[config.mk]
export PLATFORM = sky130hd
export DESIGN_NAME = tws_ctrl
export DESIGN_NICKNAME = d
export VERILOG_FILES = /design/src/core/tws_pkg.sv /design/src/core/tws_ctrl.sv /design/src/core/tws_line_mon.sv /design/src/core/tws_bit_tick.sv
export SDC_FILE = /design/constraint.sdc
export NUM_CORES = 1
export LEC_CHECK = 0
export ABC_AREA = 1
export ABC_CLOCK_PERIOD_IN_PS = 2400
export BUFFER_PORTS_ARGS = -buffer_cell sky130_fd_sc_hd__buf_2
export CELL_PAD_IN_SITES_DETAIL_PLACEMENT = 1
export CELL_PAD_IN_SITES_GLOBAL_PLACEMENT = 1
export CORE_UTILIZATION = 30
export DETAILED_ROUTE_END_ITERATION = 6
export GPL_TIMING_DRIVEN = 1
export PLACE_DENSITY = 0.69
export SYNTH_ARGS = -nofsm -noshare
export SYNTH_HDL_FRONTEND = slang
export SYNTH_SLANG_ARGS = --single-unit
[constraint.sdc]
create_clock -name i_core_clk -period 2.4 [get_ports i_core_clk]
set_clock_uncertainty 0.1 [all_clocks]
set_input_delay 0 -clock i_core_clk [delete_from_list [all_inputs] [get_ports i_core_clk]]
set_output_delay 0 -clock i_core_clk [all_outputs]
set_load 0.01 [all_outputs]
[src/core/tws_pkg.sv]
// two-wire serial controller: shared constants, register map and state type
// assumes a single 20 mhz core clock and an apb register port
package tws_pkg;
	// core clock and serial rate floor
	localparam int unsigned CLK_HZ = 20000000; // core clock rate
	localparam int unsigned SYS_PER_BIT = 20; // fastest bit is 1/20 of core clock
	localparam logic [4:0] MIN_HALF = 5'(SYS_PER_BIT / 2); // least cycles per scl phase
	// bit-clock source periods
	localparam logic [1:0] LOW_TICKS = 2'h1; // scl low phase in source periods
	localparam logic [1:0] HIGH_TICKS = 2'h2; // scl high phase in source periods
	localparam logic [3:0] FREE_TICKS = 4'ha; // idle periods before bus counts free
	// register byte offsets
	localparam logic [7:0] REG_CFG = 8'h00; // bus_config_reg
	localparam logic [7:0] REG_CTL = 8'h04; // control and status
	localparam logic [7:0] REG_DAT = 8'h08; // data byte
	localparam logic [7:0] REG_ADR = 8'h0c; // own slave address
	// bus_config_reg fields
	localparam int CFG_EN = 0; // controller enable
	localparam int CFG_INH = 1; // inhibit slave events
	localparam int CFG_TOE = 2; // scl_low_timeout_enable
	localparam int CFG_FTE = 3; // bus_free_timeout_enable
	localparam int CFG_CS = 4; // bit_clock_source_select, two bits
	localparam int CFG_HWACK = 6; // hardware address match and ack
	localparam logic [6:0] CFG_RST = 7'h00; // config after reset
	localparam logic [6:0] ADR_RST = 7'h00; // own address after reset
	// control and status fields
	localparam int CTL_STA = 0; // start request
	localparam int CTL_STO = 1; // stop request
	localparam int CTL_ACK = 2; // ack to send / ack seen
	localparam int CTL_SI = 3; // byte event flag, write 1 clears
	localparam int CTL_MST = 4; // acting as master
	localparam int CTL_TX = 5; // acting as transmitter
	localparam int CTL_ARB = 6; // arbitration lost, write 1 clears
	localparam int CTL_BUSY = 7; // bus busy
	localparam int CTL_SLV = 8; // addressed or in address phase
	// master sequencer states
	typedef enum logic [3:0] {
		M_IDLE, M_START_REL, M_START_SDA, M_START_SCL, M_LOW, M_HIGH,
		M_STOP_LO, M_STOP_HI, M_STOP_END
	} tws_mst_st_t;
endpackage : tws_pkg

[src/core/tws_ctrl.sv]
// two-wire serial controller: apb registers, byte engine, master sequencer
// assumes open-drain pads outside; an external timer counts scl-low time
//
// Overview of operation
// RULE_01: serial bit never faster than clock/20
// RULE_02: host moves bytes, hardware moves bits
// RULE_03: start, address with direction, data, stop
// RULE_04: direction one reads, zero writes
// RULE_05: ack is sda low while scl high
// RULE_06: transmitter drives bits, receiver drives ack
// RULE_07: write and read byte flow, master stops
// RULE_08: master makes every scl pulse
// RULE_09: master starts only on a free bus
// RULE_10: arbitration loser releases, becomes slave; the code makes it slave only on a loss in the address byte
// RULE_11: master waits for scl really high
// RULE_12: scl low timeout handled by reset
// RULE_13: timer reloads while scl high
// RULE_14: instance picks timer three or four
// RULE_15: disable then enable resets communication
// RULE_16: bus free after ten idle periods
// RULE_17: pending start issued when bus frees
// RULE_18: free detection needs clock source running
// RULE_19: software or hardware address ack
// RULE_20: lines only pulled low, never driven high
// RULE_21: second instance behaves like the first
// RULE_22: two-bit select picks overflow source
// RULE_23: scl phases at least one period
// RULE_24: event flag on bytes, start, slave stop
// RULE_25: start and stop detect and generate
// RULE_26: arbitration loss flag for software
`timescale 1ns/1ns
module tws_ctrl import tws_pkg::*; (
	input wire logic i_core_clk, // core clock, 20 mhz
	input wire logic i_rst_n, // async reset, active low
	input wire logic i_psel, // apb select
	input wire logic i_penable, // apb enable
	input wire logic i_pwrite, // apb write
	input wire logic [7:0] i_paddr, // apb byte address
	input wire logic [31:0] i_pwdata, // apb write data
	output logic [31:0] o_prdata, // apb read data
	output logic o_pready, // apb ready
	output logic o_pslverr, // apb error, unmapped address
	input wire logic [3:0] i_clk_ovf, // timer overflow pulses
	input wire logic i_scl, // scl pin level
	input wire logic i_sda, // sda pin level
	output logic o_scl_o, // scl output value, always low
	output logic o_scl_oe, // scl pulled low when high
	output logic o_sda_o, // sda output value, always low
	output logic o_sda_oe, // sda pulled low when high
	output logic o_tmr_reload // timeout timer reload level
);
	tws_mst_st_t st_q, st_d; // master sequencer
	logic [6:0] cfg_q; // bus_config_reg
	logic [6:0] own_q; // own slave address
	logic [7:0] data_q, sh_q; // data register, shifter
	logic [3:0] bcnt_q; // bit index, 8 is ack slot
	logic sta_q, sto_q, ack_q, si_q, arb_q; // control and status flags
	logic master_q, slv_q, addr_ph_q, tx_q, first_q, busy_q; // roles
	logic dat_sda_q; // engine wants sda low
	logic [1:0] ph_tk_q; // source periods in this phase
	logic [4:0] ph_cy_q; // core cycles in this phase
	logic [31:0] prdata_q, rd; // read data, register and mux
	logic pready_q, pslverr_q, hit; // apb answer
	logic scl_oe_q, sda_oe_q, reload_q; // pin drives
	logic scl_q, sda_q, scl_rise, scl_fall, start_det, stop_det; // line events
	logic tick, free_pls, ph_done, apb_wr, wr_ctl, resume, arb_ev; // strobes
	logic m_scl, m_sda, ack_new; // helpers
	logic cfg_en, cfg_inh, cfg_toe, cfg_fte, cfg_hwack; // config fields

	assign cfg_en = cfg_q[CFG_EN];
	assign cfg_inh = cfg_q[CFG_INH];
	assign cfg_toe = cfg_q[CFG_TOE];
	assign cfg_fte = cfg_q[CFG_FTE];
	assign cfg_hwack = cfg_q[CFG_HWACK];

	// line sampling and start / stop detection
	tws_line_mon u_mon (
		.i_core_clk(i_core_clk),
		.i_rst_n(i_rst_n),
		.i_scl(i_scl),
		.i_sda(i_sda),
		.o_scl(scl_q),
		.o_sda(sda_q),
		.o_scl_rise(scl_rise),
		.o_scl_fall(scl_fall),
		.o_start(start_det),
		.o_stop(stop_det)
	);

	// bit-clock source and bus-free timer
	tws_bit_tick u_tick (
		.i_core_clk(i_core_clk),
		.i_rst_n(i_rst_n),
		.i_ovf(i_clk_ovf),
		.i_sel(cfg_q[CFG_CS+1:CFG_CS]),
		.i_free_en(cfg_fte & cfg_en),
		.i_idle(scl_q & sda_q),
		.o_tick(tick),
		.o_free(free_pls)
	);

	// apb decode, one wait-free access phase
	assign hit = (i_paddr == REG_CFG) || (i_paddr == REG_CTL) || (i_paddr == REG_DAT) || (i_paddr == REG_ADR);
	assign apb_wr = i_psel & i_penable & pready_q & i_pwrite & hit;
	assign wr_ctl = apb_wr && (i_paddr == REG_CTL);
	assign resume = wr_ctl & i_pwdata[CTL_SI] & si_q;
	assign ack_new = i_pwdata[CTL_ACK];

	// read mux, unused bits zero
	always_comb begin
		rd = 32'h0;
		if (i_paddr == REG_CFG) begin
			rd = {25'h0, cfg_q};
		end else if (i_paddr == REG_CTL) begin
			rd = {23'h0, slv_q, busy_q, arb_q, tx_q, master_q, si_q, ack_q, sto_q, sta_q};
		end else if (i_paddr == REG_DAT) begin
			rd = {24'h0, data_q};
		end else if (i_paddr == REG_ADR) begin
			rd = {24'h0, own_q, 1'b0};
		end
	end

	// apb answer registered in the setup cycle
	always_ff @(posedge i_core_clk or negedge i_rst_n) begin
		if (!i_rst_n) begin
			pready_q <= 1'b0;
			prdata_q <= 32'h0;
			pslverr_q <= 1'b0;
		end else begin
			pready_q <= i_psel & ~i_penable;
			if (i_psel && !i_penable) begin
				prdata_q <= i_pwrite ? 32'h0 : rd;
				pslverr_q <= ~hit;
			end
		end
	end

	// configuration and own address; host access is whole bytes
	always_ff @(posedge i_core_clk or negedge i_rst_n) begin
		if (!i_rst_n) begin
			cfg_q <= CFG_RST;
			own_q <= ADR_RST;
		end else if (apb_wr && i_paddr == REG_CFG) begin
			cfg_q <= i_pwdata[6:0]; // RULE_02
		end else if (apb_wr && i_paddr == REG_ADR) begin
			own_q <= i_pwdata[7:1];
		end
	end

	// master sequencer next state
	always_comb begin
		st_d = st_q;
		case (st_q)
			M_IDLE: begin
				if (cfg_en && sta_q && !busy_q) st_d = M_START_REL; // RULE_09 RULE_17
			end
			M_START_REL: begin
				if (scl_q && sda_q && ph_done) st_d = M_START_SDA;
			end
			M_START_SDA: begin
				if (ph_done) st_d = M_START_SCL; // RULE_25
			end
			M_START_SCL: begin
				if (ph_done) st_d = M_LOW;
			end
			M_LOW: begin
				if (!master_q) begin
					st_d = M_IDLE; // RULE_10
				end else if (!si_q && ph_done) begin
					if (bcnt_q == 4'h0 && sto_q) st_d = M_STOP_LO; // RULE_07
					else if (bcnt_q == 4'h0 && sta_q) st_d = M_START_REL;
					else st_d = M_HIGH; // RULE_08
				end
			end
			M_HIGH: begin
				if (!master_q) st_d = M_IDLE;
				else if (scl_q && ph_done) st_d = M_LOW; // RULE_11
			end
			M_STOP_LO: begin
				if (ph_done) st_d = M_STOP_HI;
			end
			M_STOP_HI: begin
				if (scl_q && ph_done) st_d = M_STOP_END;
			end
			M_STOP_END: begin
				if (ph_done) st_d = M_IDLE; // RULE_25
			end
			default: begin
				st_d = M_IDLE;
			end
		endcase
		if (!cfg_en) st_d = M_IDLE; // RULE_15
	end

	// sequencer state
	always_ff @(posedge i_core_clk or negedge i_rst_n) begin
		if (!i_rst_n) begin
			st_q <= M_IDLE;
		end else begin
			st_q <= st_d;
		end
	end

	// phase timer; restarts on a new phase or while scl is held low in M_HIGH or M_STOP_HI
	always_ff @(posedge i_core_clk or negedge i_rst_n) begin
		if (!i_rst_n) begin
			ph_tk_q <= 2'h0;
			ph_cy_q <= 5'h0;
		end else if (st_d != st_q || (!scl_q && (st_q == M_HIGH || st_q == M_STOP_HI))) begin
			ph_tk_q <= 2'h0; // RULE_11
			ph_cy_q <= 5'h0;
		end else begin
			if (tick && ph_tk_q != 2'h3) ph_tk_q <= ph_tk_q + 2'h1;
			if (ph_cy_q != MIN_HALF) ph_cy_q <= ph_cy_q + 5'h1;
		end
	end
	// high takes two periods, low one; each at least ten cycles
	assign ph_done = (ph_tk_q >= ((st_q == M_HIGH) ? HIGH_TICKS : LOW_TICKS)) && (ph_cy_q == MIN_HALF); // RULE_23 RULE_01

	// losing master released high but saw low
	// only in a data bit high phase; the low sda of our own stop is no loss
	assign arb_ev = scl_rise & master_q & tx_q & (st_q == M_HIGH) & (bcnt_q != 4'h8) & ~dat_sda_q & ~sda_q;

	// byte engine and flags; later assignments (hardware) win over host
	always_ff @(posedge i_core_clk or negedge i_rst_n) begin
		if (!i_rst_n) begin
			sta_q <= 1'b0;
			sto_q <= 1'b0;
			ack_q <= 1'b0;
			si_q <= 1'b0;
			arb_q <= 1'b0;
			data_q <= 8'h00;
			sh_q <= 8'h00;
			bcnt_q <= 4'h0;
			master_q <= 1'b0;
			slv_q <= 1'b0;
			addr_ph_q <= 1'b0;
			tx_q <= 1'b0;
			first_q <= 1'b0;
			busy_q <= 1'b0;
			dat_sda_q <= 1'b0;
		end else begin
			// host writes
			if (wr_ctl) begin
				sta_q <= i_pwdata[CTL_STA];
				sto_q <= i_pwdata[CTL_STO];
				ack_q <= i_pwdata[CTL_ACK];
				if (i_pwdata[CTL_SI]) si_q <= 1'b0;
				if (i_pwdata[CTL_ARB]) arb_q <= 1'b0;
			end
			if (apb_wr && i_paddr == REG_DAT) data_q <= i_pwdata[7:0];
			// host released the held byte slot
			if (resume) begin
				if (tx_q && bcnt_q == 4'h0) begin
					sh_q <= data_q; // RULE_06
					dat_sda_q <= ~data_q[7] & (master_q | ack_q);
				end else if (bcnt_q == 4'h8 && !tx_q) begin
					dat_sda_q <= ack_new; // RULE_05 RULE_19
					if (addr_ph_q && ack_new) begin
						addr_ph_q <= 1'b0;
						tx_q <= sh_q[0]; // RULE_04
					end else if (addr_ph_q) begin
						slv_q <= 1'b0;
					end
				end
			end
			// bus state from line events
			if (start_det) begin
				busy_q <= 1'b1;
				if (st_q == M_IDLE && !cfg_inh) begin
					slv_q <= 1'b1; // RULE_03
					addr_ph_q <= 1'b1;
					tx_q <= 1'b0;
					bcnt_q <= 4'h0;
					dat_sda_q <= 1'b0;
				end
			end
			if (stop_det) begin
				busy_q <= 1'b0; // RULE_09
				if (slv_q && !addr_ph_q) si_q <= 1'b1; // RULE_24
				slv_q <= 1'b0;
				addr_ph_q <= 1'b0;
				dat_sda_q <= 1'b0;
			end
			if (free_pls && cfg_fte) busy_q <= 1'b0; // RULE_16
			// own start finished: flag it and wait for the address byte
			if (st_q == M_START_SCL && st_d == M_LOW) begin
				master_q <= 1'b1;
				tx_q <= 1'b1;
				first_q <= 1'b1;
				bcnt_q <= 4'h0;
				si_q <= 1'b1; // RULE_24
				sta_q <= 1'b0;
				dat_sda_q <= 1'b0;
			end
			if (st_q == M_STOP_END && st_d == M_IDLE) begin
				master_q <= 1'b0;
				sto_q <= 1'b0;
			end
			// sample on scl rise
			if (scl_rise && (master_q || slv_q)) begin
				if (bcnt_q != 4'h8) begin
					sh_q <= {sh_q[6:0], sda_q};
					if (arb_ev) begin
						arb_q <= 1'b1; // RULE_26
						master_q <= 1'b0; // RULE_10
						dat_sda_q <= 1'b0;
						if (first_q) begin
							slv_q <= ~cfg_inh;
							addr_ph_q <= 1'b1;
							tx_q <= 1'b0;
						end
					end
				end else if (tx_q) begin
					ack_q <= ~sda_q; // RULE_05
				end
			end
			// change sda on scl fall
			if (scl_fall && (master_q || slv_q)) begin
				if (bcnt_q < 4'h7) begin
					bcnt_q <= bcnt_q + 4'h1;
					dat_sda_q <= tx_q & ~sh_q[7]; // RULE_06 RULE_20
				end else if (bcnt_q == 4'h7) begin
					bcnt_q <= 4'h8;
					dat_sda_q <= 1'b0;
					if (!tx_q) begin
						data_q <= sh_q; // RULE_02
						if (addr_ph_q && cfg_hwack) begin
							if (sh_q[7:1] == own_q && !cfg_inh) begin
								dat_sda_q <= 1'b1; // RULE_19
								addr_ph_q <= 1'b0;
								tx_q <= sh_q[0]; // RULE_04
							end else begin
								slv_q <= 1'b0;
							end
						end else if (cfg_hwack) begin
							dat_sda_q <= ack_q;
						end else begin
							si_q <= 1'b1; // RULE_19
						end
					end
				end else begin
					bcnt_q <= 4'h0;
					dat_sda_q <= 1'b0;
					first_q <= 1'b0;
					if (master_q && first_q) tx_q <= ~sh_q[0]; // RULE_04 RULE_07
					if (tx_q || cfg_hwack) si_q <= 1'b1; // RULE_24
				end
			end
			// disable drops the bus state; tx_q and the host flags keep their values
			if (!cfg_en) begin
				master_q <= 1'b0; // RULE_15 RULE_12
				slv_q <= 1'b0;
				addr_ph_q <= 1'b0;
				bcnt_q <= 4'h0;
				dat_sda_q <= 1'b0;
				busy_q <= 1'b0;
				first_q <= 1'b0;
			end
		end
	end

	// who pulls which line low
	assign m_scl = (st_q == M_START_SCL) || (st_q == M_LOW) || (st_q == M_STOP_LO);
	assign m_sda = (st_q == M_START_SDA) || (st_q == M_START_SCL) || (st_q == M_STOP_LO) ||
		(st_q == M_STOP_HI) || (dat_sda_q && (st_q == M_LOW || st_q == M_HIGH));

	// open-drain pin drives and timer reload
	always_ff @(posedge i_core_clk or negedge i_rst_n) begin
		if (!i_rst_n) begin
			scl_oe_q <= 1'b0;
			sda_oe_q <= 1'b0;
			reload_q <= 1'b0;
		end else begin
			scl_oe_q <= cfg_en & (m_scl | (slv_q & si_q)); // RULE_20 RULE_08
			sda_oe_q <= cfg_en & (m_sda | (slv_q & dat_sda_q)); // RULE_20
			reload_q <= cfg_en & cfg_toe & scl_q; // RULE_13 RULE_14 RULE_21
		end
	end

	assign o_prdata = prdata_q;
	assign o_pready = pready_q;
	assign o_pslverr = pslverr_q;
	assign o_scl_oe = scl_oe_q;
	assign o_sda_oe = sda_oe_q;
	assign o_tmr_reload = reload_q;
	assign o_scl_o = 1'b0 & scl_oe_q;
	assign o_sda_o = 1'b0 & sda_oe_q;
endmodule : tws_ctrl

[src/core/tws_line_mon.sv]
// two-wire serial controller: line sampler and start / stop detector
// assumes scl and sda pin levels arrive synchronous to the core clock
`timescale 1ns/1ns
module tws_line_mon (
	input wire logic i_core_clk, // core clock
	input wire logic i_rst_n, // async reset, active low
	input wire logic i_scl, // scl pin level
	input wire logic i_sda, // sda pin level
	output logic o_scl, // sampled scl
	output logic o_sda, // sampled sda
	output logic o_scl_rise, // scl rose, pulse
	output logic o_scl_fall, // scl fell, pulse
	output logic o_start, // start seen, pulse
	output logic o_stop // stop seen, pulse
);
	logic scl_q, sda_q, scl_p_q, sda_p_q; // current and previous samples

	// sample both lines, idle high after reset
	always_ff @(posedge i_core_clk or negedge i_rst_n) begin
		if (!i_rst_n) begin
			scl_q <= 1'b1;
			sda_q <= 1'b1;
			scl_p_q <= 1'b1;
			sda_p_q <= 1'b1;
		end else begin
			scl_q <= i_scl;
			sda_q <= i_sda;
			scl_p_q <= scl_q;
			sda_p_q <= sda_q;
		end
	end

	assign o_scl = scl_q;
	assign o_sda = sda_q;
	assign o_scl_rise = scl_q & ~scl_p_q;
	assign o_scl_fall = ~scl_q & scl_p_q;
	// sda moving while scl stays high marks start or stop
	assign o_start = scl_q & scl_p_q & sda_p_q & ~sda_q; // RULE_25
	assign o_stop = scl_q & scl_p_q & ~sda_p_q & sda_q; // RULE_25
endmodule : tws_line_mon

[src/core/tws_bit_tick.sv]
// two-wire serial controller: bit-clock source select and bus-free timer
// assumes the timer overflow inputs are one-cycle pulses on the core clock
`timescale 1ns/1ns
module tws_bit_tick import tws_pkg::*; (
	input wire logic i_core_clk, // core clock
	input wire logic i_rst_n, // async reset, active low
	input wire logic [3:0] i_ovf, // timer overflow pulses
	input wire logic [1:0] i_sel, // bit_clock_source_select
	input wire logic i_free_en, // free timeout armed
	input wire logic i_idle, // scl and sda both high
	output logic o_tick, // selected overflow, pulse
	output logic o_free // bus went free, pulse
);
	logic tick_q; // registered selected overflow
	logic [3:0] cnt_q; // idle source periods seen

	// pick one overflow source
	always_ff @(posedge i_core_clk or negedge i_rst_n) begin
		if (!i_rst_n) begin
			tick_q <= 1'b0;
		end else begin
			tick_q <= i_ovf[i_sel]; // RULE_22
		end
	end

	// count idle periods; needs the source running even as slave
	always_ff @(posedge i_core_clk or negedge i_rst_n) begin
		if (!i_rst_n) begin
			cnt_q <= 4'h0;
		end else if (!i_free_en || !i_idle) begin
			cnt_q <= 4'h0;
		end else if (tick_q && cnt_q <= FREE_TICKS) begin
			cnt_q <= cnt_q + 4'h1; // RULE_18
		end
	end

	assign o_tick = tick_q;
	// fires on the period that takes the count past ten
	assign o_free = i_free_en & i_idle & tick_q & (cnt_q == FREE_TICKS); // RULE_16
endmodule : tws_bit_tick

# After elaboration in Yosys (flattened, before gate mapping)
# Index checks and enable logic that the tools add are counted.
[word_totals]
mem_count = 0
ramBits = 0
regBits = 103
mem_bits_ro = 0
latchBits = 0
in_bits = 51
output_inout_bits = 39
[classes]
n_reduce_logical = 66
add_sub_neg = 4
multipliers = 0
n_bitwise = 48
div = 0
shifts = 0
n_mux = 158
n_eq_ne = 24
n_lt_le_gt_ge = 4
[op_table]
columns = ["operator", "count"]
rows = [
  ["$mux 32", 4],
  ["$mux 1", 114],
  ["$mux 4", 21],
  ["$mux 8", 10],
  ["$pmux 4 s9", 1],
  ["$and 1x1->1", 33],
  ["$logic_and 1x1->1", 31],
  ["$eq 4x3->1 const B", 6],
  ["$eq 8x4->1 const B", 2],
  ["$logic_or 1x1->1", 15],
  ["$eq 4x4->1 const B", 3],
  ["$logic_not 4->1", 3],
  ["$ne 4x1->1 const B", 3],
  ["$not 1->1", 12],
  ["$mux 5", 2],
  ["$reduce_bool 2->1", 5],
  ["$logic_not 1->1", 9],
  ["$add 4x1->4 const B", 2],
  ["$eq 4x2->1 const B", 2],
  ["$eq 8x3->1 const B", 1],
  ["$logic_not 8->1", 1],
  ["$eq 7x7->1", 1],
  ["$mux 2", 3],
  ["$mux 3", 2],
  ["15 further kinds", 18],
]

# Longest topological paths before layout
# Gate-level depths: netlist of the first run.
[logic_depth]
ltp_word = 23
mapped_depth = 21
mapped_depth_nobuf = 21

# Hierarchy
# Synthesis of the first run repeated with hierarchy kept, for this count alone.
[hier_totals]
hier_cells = 641
area_unflattened_um2 = 4820.9
[by_module_without_submodules]
columns = ["module", "cells_per_inst", "seq_area_each_um2", "area_each_um2", "n_inst"]
rows = [
  ["tws_ctrl", 581, 1776.7, 4316.6, 1],
  ["tws_bit_tick", 45, 125.1, 357.8, 1],
  ["tws_line_mon", 15, 105.1, 146.4, 1],
]

# Worst setup path after synthesis of the first run
# No wires, ideal clock.
[synth_timing]
path_type = "reg2reg"
startpoint = "reg st_q[3]"
endpoint = "reg tx_q"
setup_time_ps = 118
arrival_time_ps = 2327
slack_ps = -146
n_path_buf = 0
path_stages_with_launch = 20
path_cell_list = "dfrtp_1 -> inv_1 -> nand2_1 -> nor3_1 -> inv_1 -> ha_1 -> nand2_1 -> nand3_1 -> nand2_1 -> inv_1 -> nand2_1 -> o21ai_0 -> nor2_1 -> nand2_1 -> nand2_1 -> inv_1 -> nand2_1 -> o21ai_0 -> nand3_1 -> nand2_1"
[synth_between]
elab_chain_cells = 22
elab_cells_between_ends = 49
classes_between = "order compare (1); eq/ne (9); mux (28); bitwise (4); reduce/logical (7)"
[synth_rtl]
columns = ["element", "line", "source"]
rows = [
  ["start: declaration", "tws_ctrl.sv:52", "tws_mst_st_t st_q, st_d;"],
  ["start signal: assignment", "tws_ctrl.sv:200", "st_q <= st_d;"],
  ["$eq 4x3->1", "tws_ctrl.sv:153, tws_ctrl.sv:218", ""],
  ["$mux 2", "tws_ctrl.sv:218", "assign ph_done = (ph_tk_q >= ((st_q == M_HIGH) ? HIGH_TICKS : LOW_TICKS)) && (ph_cy_q == MIN_HALF);"],
  ["$ge 2x2->1", "tws_ctrl.sv:218", ""],
  ["$logic_and 1x1->1", "tws_ctrl.sv:218", ""],
  ["$logic_and 1x1->1 (on tied branches)", "tws_ctrl.sv:177, tws_ctrl.sv:183, tws_ctrl.sv:169", ""],
  ["$mux 4 (on tied branches)", "tws_ctrl.sv:177, tws_ctrl.sv:169", ""],
  ["$mux 4 (on tied branches)", "tws_ctrl.sv:176, tws_ctrl.sv:167", ""],
  ["$pmux 4 s9 (*)", "tws_ctrl.sv:153", "case (st_q)"],
  ["[1 not listed]", "n/a", ""],
  ["named net st_d[2]", "tws_ctrl.sv:52", ""],
  ["[5 not listed]", "n/a", ""],
  ["$mux 1", "tws_ctrl.sv:302", "if (bcnt_q != 4'h8) begin"],
  ["$mux 1 (*)", "tws_ctrl.sv:301", "if (scl_rise && (master_q || slv_q)) begin"],
  ["$mux 1", "tws_ctrl.sv:329", "if (sh_q[7:1] == own_q && !cfg_inh) begin"],
  ["$mux 1", "tws_ctrl.sv:328", "if (addr_ph_q && cfg_hwack) begin"],
  ["$mux 1", "tws_ctrl.sv:326", "if (!tx_q) begin"],
  ["$mux 1", "tws_ctrl.sv:323", "end else if (bcnt_q == 4'h7) begin"],
  ["$mux 1", "tws_ctrl.sv:320", "if (bcnt_q < 4'h7) begin"],
  ["$mux 1 (*)", "tws_ctrl.sv:319", "if (scl_fall && (master_q || slv_q)) begin"],
  ["end signal: assignment", "tws_ctrl.sv:261", "tx_q <= sh_q[0];"],
  ["end signal: assignment", "tws_ctrl.sv:332", "tx_q <= sh_q[0];"],
  ["end signal: assignment", "tws_ctrl.sv:346", "if (master_q && first_q) tx_q <= ~sh_q[0];"],
  ["end: declaration", "tws_ctrl.sv:58", "logic master_q, slv_q, addr_ph_q, tx_q, first_q, busy_q;"],
]
# Mark *: on every way through the listed nets, which the timed path passes. The rest lies on a longest branch.
# A chain may end at the register's enable or synchronous reset.

# Worst setup path in the final report of the first run
[layout_timing]
startpoint = "reg st_q[3]"
endpoint = "reg ph_tk_q[0]"
[layout_between]
elab_chain_cells = 12
elab_cells_between_ends = 34
classes_between = "order compare (1); eq/ne (9); mux (15); reduce/logical (9)"
[layout_rtl]
columns = ["element", "line", "source"]
rows = [
  ["$eq 4x3->1", "tws_ctrl.sv:153, tws_ctrl.sv:209, tws_ctrl.sv:218", ""],
  ["$mux 2", "tws_ctrl.sv:218", ""],
  ["$ge 2x2->1", "tws_ctrl.sv:218", ""],
  ["$logic_and 1x1->1", "tws_ctrl.sv:218", ""],
  ["$logic_and 1x1->1 (on tied branches)", "tws_ctrl.sv:177, tws_ctrl.sv:183, tws_ctrl.sv:169", ""],
  ["$mux 4 (on tied branches)", "tws_ctrl.sv:177, tws_ctrl.sv:169", ""],
  ["$mux 4 (on tied branches)", "tws_ctrl.sv:176, tws_ctrl.sv:167", ""],
  ["$pmux 4 s9", "tws_ctrl.sv:153", ""],
  ["$mux 4", "tws_ctrl.sv:192", "if (!cfg_en) st_d = M_IDLE;"],
  ["$ne 4x4->1", "tws_ctrl.sv:209", "end else if (st_d != st_q || (!scl_q && (st_q == M_HIGH || st_q == M_STOP_HI))) begin"],
  ["$logic_or 1x1->1 (*)", "tws_ctrl.sv:209", ""],
  ["$mux 2 or $reduce_bool 2->1 (tied branches)", "n/a", ""],
  ["end signal: assignment", "tws_ctrl.sv:213", "if (tick && ph_tk_q != 2'h3) ph_tk_q <= ph_tk_q + 2'h1;"],
  ["end: declaration", "tws_ctrl.sv:60", "logic [1:0] ph_tk_q;"],
]
# Mark *: on every way between the ends. The rest lies on a longest branch, timed or not.

==> results of run 1 <==
## state kept, by name (all words and copies together), names as in the netlist, 2 cells and up
register and cells:
ph_cy_q 5, own_q 7, o_prdata 9, sh_q 8, data_q 8, ph_tk_q 2, cfg_q 7, bcnt_q 4
st_q 4, u_tick.cnt_q 4
## area by class of cell
type                       count  area (µm²)  area share
multi-input combinational    428        2450       0.405
clock inverter                 5        78.8      0.0130
sequential                    80        2010       0.332
inverter                      97         367      0.0607
timing repair buffer          87         623       0.103
clock buffer                  11         253      0.0418
tap                          211         264      0.0437
## worst reg2reg max path: stages (launching register included)
cell,delay (ps)
sky130_fd_sc_hd__dfrtp_1,390
sky130_fd_sc_hd__inv_2,80
sky130_fd_sc_hd__nand2_4,60
sky130_fd_sc_hd__nor3_4,210
sky130_fd_sc_hd__inv_2,100
sky130_fd_sc_hd__ha_4,310
sky130_fd_sc_hd__nand2_4,50
sky130_fd_sc_hd__nand3_4,140
sky130_fd_sc_hd__nand2_8,100
sky130_fd_sc_hd__nor2_4,110
sky130_fd_sc_hd__nand4_1,120
sky130_fd_sc_hd__nand3_2,130
sky130_fd_sc_hd__nand2_2,90
sky130_fd_sc_hd__nand2_2,80
sky130_fd_sc_hd__nand3_2,90
sky130_fd_sc_hd__nor2_4,200
sky130_fd_sc_hd__nand2_8,110
sky130_fd_sc_hd__nor2_2,110
## worst max-delay path by stage
stage	end	slack [ps]	depth (start not counted)
floorplan	tx_q	9	19
global placement	tx_q	-40	19
detailed placement	bcnt_q[1]	-300	18
CTS	sto_q	-50	16
global route	ph_cy_q[1]	-370	17
finish	ph_tk_q[0]	-230	17
## cells in the mapped netlist, drive strengths merged (7+ instances only)
library cell / number
nand2: 148
inv: 96
dfrtp: 76
o21ai: 58
nor2: 46
nand3: 38
buf: 30
a21oi: 27
nor3: 15
o211ai: 10
ha: 9
a22oi: 8
nand4: 8
xor2: 7
## per-layer routing
metal | vias up | track usage | routed length, µm
met1 | 2217 | 0.247 | 6810
met5 | - | 0 | 0
li1 | 2138 | - | -
met3 | 34 | 0.0431 | 467
met4 | 0 | 0.0574 | 515
met2 | 88 | 0.338 | 7690
## logic make-up (layout without fill, tap and decap cells)
logic type / Yosys count / in the layout / synth area share
and+or+nand+nor: 263 / 263 / 0.244
AOI/OAI and AO/OA: 123 / 123 / 0.154
adders and majority gates: 9 / 9 / 0.0239
buffers and inverters: 133 / 200 / 0.135
xor gates and xnor gates: 7 / 7 / 0.0130
muxes: 1 / 1 / 0.00213
DFF: 80 / 80 / 0.426
other: 1 / 25 / 0.000797
## per-stage QoR
step                cells  utilization
floorplan             641            -
detailed placement    881        0.341
finish                919        0.396
CTS                   916        0.385
global placement      881        0.341
global route          919        0.396
## power by group
part           internal (W)  total, W  switching (W)
registers           0.00159   0.00181       0.000223
logic              0.000630   0.00165        0.00102
clock network      0.000966   0.00155       0.000581
total               0.00319   0.00501        0.00183
## what timing repair did
action / 4_1_cts / 5_1_grt
hold buffers: 16 / 0
setup buffers: 3 / 3
cloned: 0 / 0
endpoints found under the setup margin: 18 / 19
pin swaps: 17 / 21
endpoints found under the hold margin: 89 / 0
resized for setup: 40 / 42
==> results.yml, run 1 <==
setup_path:
  timing.critical_path.required_ps: 2580
  worst_r2r_startpoint: "st_q[3]"
  path_max_fanout: 7
  type_of_origin_of_the_critical_path: "register"
  worst_path_dominant_cell_family: "simple AND/OR/NAND/NOR gates"
  cp.arrival_ps: 2810
  worst-r2r-setup-slack_ps: -230
  critical_path_class: "reg -> reg"
  reg2regPathDepth: 17
  critical_path.reg2reg.endpoint: "ph_tk_q[0]"
  timing.critical_path.to_type: "register"
  cp.buffers_inverters: 2
  slowest_stage_cell_on_the_critical_path: "sky130_fd_sc_hd__dfrtp_1"
  crit_path_start: "st_q[3]"
  worst_path_largest_cell_delay_ps: 390
  worstPathCellList: "inv_2 > nand2_4 > nor3_4 > inv_2 > ha_4 > nand2_4 > nand3_4 > nand2_8 > nor2_4 > nand4_1 > nand3_2 > nand2_2 > nand2_2 > nand3_2 > nor2_4 > nand2_8 > nor2_2"
sta:
  max_slew_margin: 0.589
  fin_worst_hold_slack_ps: 21.6
  report.final.setup_viol: 10
  grt_setup_unrepaired: "yes"
  hold_viol: 0
  post-route-worst-setup-slack_ps: -226
  period_needed_ps: 2630
  worstMarginPinSlew_ps: 617
  final.period_utilization: 1.09
  max_freq_ghz: 0.381
  slew_violations: 0
  totalNegativeSetupSlack_ps: -1870
routing:
  post_drt_wl_per_cell_um: 16.8
  drc_errors: 0
  vias: 4477
  final_antenna_net_count: 0
  drtIter0Drc: 195
  avgViaCountPerCell: 4.87
  postRouteWirelength_um: 15500
  drtPass1Iterations: 5
cells_and_area:
  design_area_um2: 6040
  share_of_post_route_cells_with_drive_strength_above_1: 0.222
  layout_commonest_cell: "sky130_fd_sc_hd__nand2_1"
  commonest_non_fill_non_tap_cells_in_the_layout: "sky130_fd_sc_hd__nand2_1, sky130_fd_sc_hd__inv_1, sky130_fd_sc_hd__dfrtp_1"
  num-fill-cells: 1860
  ant_cells: 0
  finish.net_count: 763
  area_growth_syn_to_layout_pct: 28.4
synthesis:
  netlist_area_um2: 4710
  synth_sequential_area_ratio: 0.426
  dominantRegCellSynth: "sky130_fd_sc_hd__dfrtp_1"
  synth_async_sr_flop_share: 1.00
  yosys.cell_types.count: 46
  synth_top_cell_area_share: 0.404
  yosys.area.top_type: "sky130_fd_sc_hd__dfrtp_1"
  synth_area_leaders: "sky130_fd_sc_hd__dfrtp_1, sky130_fd_sc_hd__nand2_1, sky130_fd_sc_hd__inv_1"
  synth.avg_cell_area_um2: 7.63
  synth_seq_cells: 80
  synthesis.instances: 617
  synthesis.yosys.warnings: 0
  synth_edf_count: 0
hold_path:
  hold-path-cell-count: 4
  whs_endpoint: "o_pslverr"
  holdCritStartpoint: "i_paddr[1]"
  hp-class: "in -> reg"
clock_tree:
  cts_tree: "done"
  clkLatencyLatePin_ps: 350
  deepest_clock_path_buffer_count: 2
  clock_slew_at_the_register_clock_pins_of_the_worst_setup_and_hold_paths_ps: 60
  clock_sinks: 80
  cts_max_level: 3
  cts.root.buffer_cell: "sky130_fd_sc_hd__clkbuf_16"
  numCtsBuffers: 9
outcome:
  outcome: "complete, but fails checks"
  failed_checks: "negative setup slack"
placement:
  io_buffers: 40
  hpwlAfterDp_um: 11200
  replace_congestion: 0.849
  place_worst_setup_slack_ps: -301
  post_dp_cell_area_um2: 5210
global_routing:
  first_global_vias: 4580
  first_pass_grt_wire_length_um: 24500
  antenna_found_initial: 0
  grt_start_max_net_pins: 45
  grt_use_total: 0.197
  grt_overflow_total: 0
pwr:
  total_power_w: 0.00501
  worst_ir_drop_vdd_mv: 0.404
  cellPowerDensity_nw_per_um2: 830
  leakage_nw: 3.04
floorplanning:
  floorplan.die.width_um: 127
  rows: 45
  core_area_um2: 15300
  initial_utilization: 0.308
  chipHeight_um: 127
  boundaryPins: 90
  die_area_um2: 16200
job:
  drv.max_cap_violation_count: 0
No activity file was read; power rests on OpenSTA's default activity.
==> run 2, diff against run 1 <==
- ABC_AREA: 1 -> 0
- PLACE_DENSITY: 0.69 -> 0.66
- SETUP_SLACK_MARGIN: not set -> 0.15
==> run 2 against run 1 <==
  * The run still ends with negative setup slack left
  * Highest routed layer unchanged
  * Largest power group unchanged
  * Sequential share of layout area grew 0.47 points
  * Critical endpoint is now ph_cy_q[2]
  * Power shrank 34%
  * Clock power is 13% lower
  * Synthesized cell count fell by 19%
  * Combinational power decreased by 68%
  * Area after synthesis grew 1.6%
  * Largest cell class unchanged
  * Sequential cell count unchanged
  * Sequential power down 22%
  * Utilization decreased by 0.84 points
==> results.yml, run 2 <==
synthesis:
  yosys.area.top_type: "sky130_fd_sc_hd__dfrtp_1"
  synth_seq_cells: 80
  synthesis.instances: 498
  synth_edf_count: 0
  post-synth-top-count-cell: "sky130_fd_sc_hd__dfrtp_1"
  synth_top_cell_area_share: 0.398
  dominantRegCellSynth: "sky130_fd_sc_hd__dfrtp_1"
  netlist_area_um2: 4780
  synth_sequential_area_ratio: 0.420
  synth_area_leaders: "sky130_fd_sc_hd__dfrtp_1, sky130_fd_sc_hd__mux2i_1, sky130_fd_sc_hd__nand2_1"
  synth_async_sr_flop_share: 1.00
  yosys.cell_types.count: 65
  synthesis.yosys.warnings: 0
  ys_top_cells_by_count: "sky130_fd_sc_hd__dfrtp_1, sky130_fd_sc_hd__nand2_1, sky130_fd_sc_hd__o21ai_0"
  synth.avg_cell_area_um2: 9.60
job:
  drv.max_cap_violation_count: 0
pwr:
  total_power_w: 0.00329
  worst_ir_drop_vdd_mv: 0.297
  combinational_group_share_of_total_power: 0.160
  power.share.switching: 0.284
  power.clock.fraction: 0.409
  internal_power_w: 0.00236
  sequentialPowerShare: 0.431
  leakage_nw: 2.58
  power.net_switching_w: 0.000935
  cellPowerDensity_nw_per_um2: 553
clock_tree:
  cts_max_level: 3
  cts_tree: "done"
  clock_sinks: 80
  numCtsBuffers: 9
  deepest_clock_path_buffer_count: 2
  clkLatencyLatePin_ps: 340
  clock_slew_at_the_register_clock_pins_of_the_worst_setup_and_hold_paths_ps: 70
  cts.root.buffer_cell: "sky130_fd_sc_hd__clkbuf_16"
setup_path:
  timing.critical_path.required_ps: 2520
  worst_r2r_startpoint: "st_q[3]"
  path_max_fanout: 7
  cp.arrival_ps: 2570
  type_of_origin_of_the_critical_path: "register"
  timing.critical_path.to_type: "register"
  crit_path_start: "st_q[3]"
  critical_path_class: "reg -> reg"
sta:
  max_freq_ghz: 0.408
  period_needed_ps: 2450
  report.final.setup_viol: 6
  final.period_utilization: 1.02
  hold_viol: 0
  max_slew_margin: 0.600
  worstMarginPinSlew_ps: 599
  grt_setup_unrepaired: "yes"
  post-route-worst-setup-slack_ps: -50.2
  slew_violations: 0
cells_and_area:
  num-fill-cells: 1746
  final-instance-count-excl-fill: 800
  finish.net_count: 644
  share_of_post_route_cells_with_drive_strength_above_1: 0.258
  ant_cells: 0
  layout_commonest_cell: "sky130_fd_sc_hd__dfrtp_1"
  largest_register_ffs: 9
  commonest_non_fill_non_tap_cells_in_the_layout: "sky130_fd_sc_hd__dfrtp_1, sky130_fd_sc_hd__nand2_1, sky130_fd_sc_hd__buf_4"
  area.sequential_um2: 2010
  multi_input_comb_area_um2: 2670
  area_growth_syn_to_layout_pct: 24.6
floorplanning:
  boundaryPins: 90
  core_area_um2: 15400
  rows: 45
  chipHeight_um: 128
  die_area_um2: 16400
  initial_utilization: 0.311
  floorplan.die.width_um: 128
routing:
  postRouteWirelength_um: 14100
  final_antenna_net_count: 0
  drtIter0Drc: 199
  drc_errors: 0
  post_drt_wl_per_cell_um: 17.6
  avgViaCountPerCell: 5.07
  drtPass1Iterations: 4
  vias: 4059
global_routing:
  first_global_vias: 4335
  grt_overflow_total: 0
  first_pass_grt_wire_length_um: 23200
  antenna_found_initial: 0
  grt_start_max_net_pins: 43
  grt_use_total: 0.181
outcome:
  failed_checks: "negative setup slack"
  outcome: "complete, but fails checks"
hold_path:
  hp-class: "in -> reg"
  holdCritStartpoint: "i_paddr[0]"
placement:
  place_worst_setup_slack_ps: -56.6
  io_buffers: 40
  hpwlAfterDp_um: 10300
  replace_congestion: 0.846
  placedCellCount: 761
## run 2: kinds of logic (layout without fill, tap and decap cells)
| family | count (synthesis) | count (layout) | synth area share |
|---|---|---|---|
| AOI/OAI and AO/OA | 92 | 92 | 0.127 |
| muxes | 43 | 43 | 0.112 |
| buffers and inverters | 59 | 126 | 0.0699 |
| DFF | 80 | 80 | 0.420 |
| other | 1 | 25 | 0.000784 |
| and+or+nand+nor | 200 | 200 | 0.222 |
| adders and majority gates | 9 | 9 | 0.0236 |
| xor gates and xnor gates | 14 | 14 | 0.0256 |
## run 2: per-stage QoR
stage | TNS (ps) | instance area (µm²) | hold slack, ps | utilization
global route | -782 | 5960 | 57.4 | 0.388
floorplan | -199 | 4930 | -396 | -
finish | -164 | 5960 | 8.63 | 0.388
CTS | -135 | 5880 | 6.32 | 0.383
detailed placement | -249 | 5370 | -72.7 | 0.349
global placement | 0 | 5370 | -74.0 | 0.349
## run 2: worst max-delay path, stage by stage (launching register included)
cell,delay [ps]
sky130_fd_sc_hd__dfrtp_1,370
sky130_fd_sc_hd__nand4bb_4,280
sky130_fd_sc_hd__ha_4,300
sky130_fd_sc_hd__nand2b_4,120
sky130_fd_sc_hd__a21oi_4,80
sky130_fd_sc_hd__or4_4,520
sky130_fd_sc_hd__a211oi_4,320
sky130_fd_sc_hd__or4_1,210
sky130_fd_sc_hd__nor3_4,40
## run 2: per-layer routing
metal,track usage,up-vias,wire (µm)
met5,0,-,0
met4,0.0561,0,145
met3,0.0238,10,338
met2,0.307,65,7310
met1,0.240,2071,6320
li1,-,1913,-
## run 2: area by class of cell
type | count | share of cell area
Inverter | 12 | 0.00756
Timing Repair Buffer | 98 | 0.115
Tap cell | 211 | 0.0443
Multi-Input combinational cell | 383 | 0.448
Clock buffer | 10 | 0.0401
Sequential cell | 80 | 0.337
Clock inverter | 6 | 0.00819
## run 2: worst paths after layout
path | endpoint | slack [ps] | depth (start not counted)
setup / recovery | ph_cy_q[2] | -50 | 8
hold / removal | o_pslverr | 9 | 4
setup reg to reg | ph_cy_q[2] | -50 | 8
hold reg to reg | u_mon.scl_p_q | 370 | 0
max in group asynchronous | u_mon.scl_p_q | 1360 | 3
min in group asynchronous | st_q[0] | 100 | 2
## run 2: power groups by stage
| stage | Combinational, W | Sequential (W) | Clock [W] |
|---|---|---|---|
| after floorplan | 0.000328 | 0.00142 | 0 |
| after global placement | 0.000426 | 0.00144 | 0 |
| after detailed placement | 0.000445 | 0.00144 | 0 |
| after CTS | 0.000495 | 0.00142 | 0.00138 |
| after global routing | 0.000579 | 0.00142 | 0.00144 |
| final | 0.000528 | 0.00142 | 0.00135 |
## run 2: what timing repair did
| item | in CTS | in global routing |
|---|---|---|
| hold buffers | 15 | 0 |
| endpoints found under the setup margin | 23 | 18 |
| resized for setup | 11 | 11 |
| pin swaps | 18 | 12 |
| setup buffers | 5 | 3 |
| endpoints found under the hold margin | 76 | 0 |
==> run 3, diff against run 2 <==
- RECOVER_POWER: not set -> 50
- SKIP_CTS_REPAIR_TIMING: not set -> 1
==> run 3 against run 2 <==
  * The flow still finishes with violations (negative setup slack)
  * Worst setup slack worse by 24 ps
  * Clock power about the same
  * Combinational power down 9.7%
  * Via count up 0.30%
  * Final area down 1.4%
  * Non-clock buffer count down 3
  * Sequential share of layout area up 0.47 points
  * Utilization down 0.53 points
  * Power down 1.8%
  * Largest power group unchanged
  * Maximum frequency down 0.97%
==> results.yml, run 3 (synthesis gave the netlist of run 2 again) <==
outcome:
  outcome: "complete, but fails checks"
  failed_checks: "negative setup slack"
clock_tree:
  clkLatencyLatePin_ps: 340
  numCtsBuffers: 9
  clock_sinks: 80
  cts.root.buffer_cell: "sky130_fd_sc_hd__clkbuf_16"
  cts_tree: "done"
  cts_max_level: 3
  clock_slew_at_the_register_clock_pins_of_the_worst_setup_and_hold_paths_ps: 70
  deepest_clock_path_buffer_count: 2
sta:
  post-route-worst-setup-slack_ps: -74.1
  worstMarginPinSlew_ps: 1100
  period_needed_ps: 2470
  report.final.setup_viol: 6
  max_freq_ghz: 0.404
  grt_setup_unrepaired: "yes"
  hold_viol: 0
  fin_worst_hold_slack_ps: 7.27
  final.period_utilization: 1.03
  max_slew_margin: 0.265
  totalNegativeSetupSlack_ps: -176
  slew_violations: 0
routing:
  final_antenna_net_count: 0
  postRouteWirelength_um: 14000
  post_drt_wl_per_cell_um: 17.6
  drtIter0Drc: 172
  avgViaCountPerCell: 5.11
  vias: 4071
  drtPass1Iterations: 5
  drc_errors: 0
placement:
  hpwlAfterDp_um: 10300
  replace_congestion: 0.846
  place_worst_setup_slack_ps: -56.6
  io_buffers: 40
  placedCellCount: 761
  post_dp_cell_area_um2: 5370
cells_and_area:
  final-instance-count-excl-fill: 797
  design_area_um2: 5880
  share_of_post_route_cells_with_drive_strength_above_1: 0.225
  commonest_non_fill_non_tap_cells_in_the_layout: "sky130_fd_sc_hd__dfrtp_1, sky130_fd_sc_hd__nand2_1, sky130_fd_sc_hd__nor2_1"
  layout_commonest_cell: "sky130_fd_sc_hd__dfrtp_1"
  area_growth_syn_to_layout_pct: 22.9
  largest_register_ffs: 9
  ant_cells: 0
  finish.net_count: 641
floorplanning:
  die_area_um2: 16400
  chipHeight_um: 128
  core_area_um2: 15400
  rows: 45
  floorplan.die.width_um: 128
  initial_utilization: 0.311
  boundaryPins: 90
pwr:
  worst_ir_drop_vdd_mv: 0.298
  cellPowerDensity_nw_per_um2: 550
  leakage_nw: 2.50
  power.clock.fraction: 0.414
  power.share.switching: 0.283
  internal_power_w: 0.00232
  sequentialPowerShare: 0.438
  power.net_switching_w: 0.000915
  combinational_group_share_of_total_power: 0.148
global_routing:
  first_global_vias: 4192
  first_pass_grt_wire_length_um: 22700
  grt_start_max_net_pins: 43
  grt_overflow_total: 0
  antenna_found_initial: 0
  grt_use_total: 0.178
setup_path:
  timing.critical_path.to_type: "register"
  cp.arrival_ps: 2640
  type_of_origin_of_the_critical_path: "register"
  timing.critical_path.required_ps: 2570
  critical_path_class: "reg -> reg"
  path_max_fanout: 7
hold_path:
  hp-class: "in -> reg"
job:
  drv.max_cap_violation_count: 0
## run 3: worst max-delay path: stages (launching register included)
cell                        delay (ps)
sky130_fd_sc_hd__dfrtp_1           380
sky130_fd_sc_hd__nand4bb_4         260
sky130_fd_sc_hd__ha_4              230
sky130_fd_sc_hd__nand2b_4          140
sky130_fd_sc_hd__a21oi_4           250
sky130_fd_sc_hd__o41ai_4            90
sky130_fd_sc_hd__o211a_1           300
sky130_fd_sc_hd__or4_1             540
sky130_fd_sc_hd__nor2_1            100
## run 3: power groups by stage
stage,logic (W),clock network (W),registers (W)
final,0.000477,0.00134,0.00142
after global routing,0.000526,0.00144,0.00142
after CTS,0.000448,0.00138,0.00142
after detailed placement,0.000445,0,0.00144
after global placement,0.000426,0,0.00144
after floorplan,0.000328,0,0.00142
## run 3: cell type report
type / instances / area [µm²]
inverter: 12 / 45.0
fill: 1756 / 9490
clock buffer: 10 / 239
sequential: 80 / 2010
tap: 211 / 264
clock inverter: 6 / 48.8
multi-input combinational: 383 / 2640
timing repair buffer: 95 / 636
## run 3: worst paths after layout
check                           slack, ps  depth (start not counted)         from             to
worst max-delay path                  -70                          8      st_q[1]     ph_tk_q[1]
worst min-delay path                    7                          4   i_paddr[0]      o_pslverr
worst max register to register        -70                          8      st_q[1]     ph_tk_q[1]
worst min register to register        370                          0  u_mon.o_scl  u_mon.scl_p_q
max in group asynchronous             760                          3      i_rst_n     ph_cy_q[1]
min in group asynchronous             310                          2      i_rst_n        st_q[0]
## run 3: layer usage
metal / share of wire / vias to the layer above / global-route usage / wire length [µm]
met5: 0 / - / 0 / 0
met4: 0.013 / 0 / 0.0547 / 180
met3: 0.032 / 13 / 0.0238 / 456
met2: 0.51 / 79 / 0.297 / 7140
met1: 0.45 / 2073 / 0.239 / 6270
li1: - / 1906 / - / -
## run 3: stage by stage
step / total power [W] / util
floorplan: 0.00175 / -
global placement: 0.00187 / 0.349
detailed placement: 0.00189 / 0.349
CTS: 0.00324 / 0.368
global route: 0.00339 / 0.382
finish: 0.00323 / 0.382
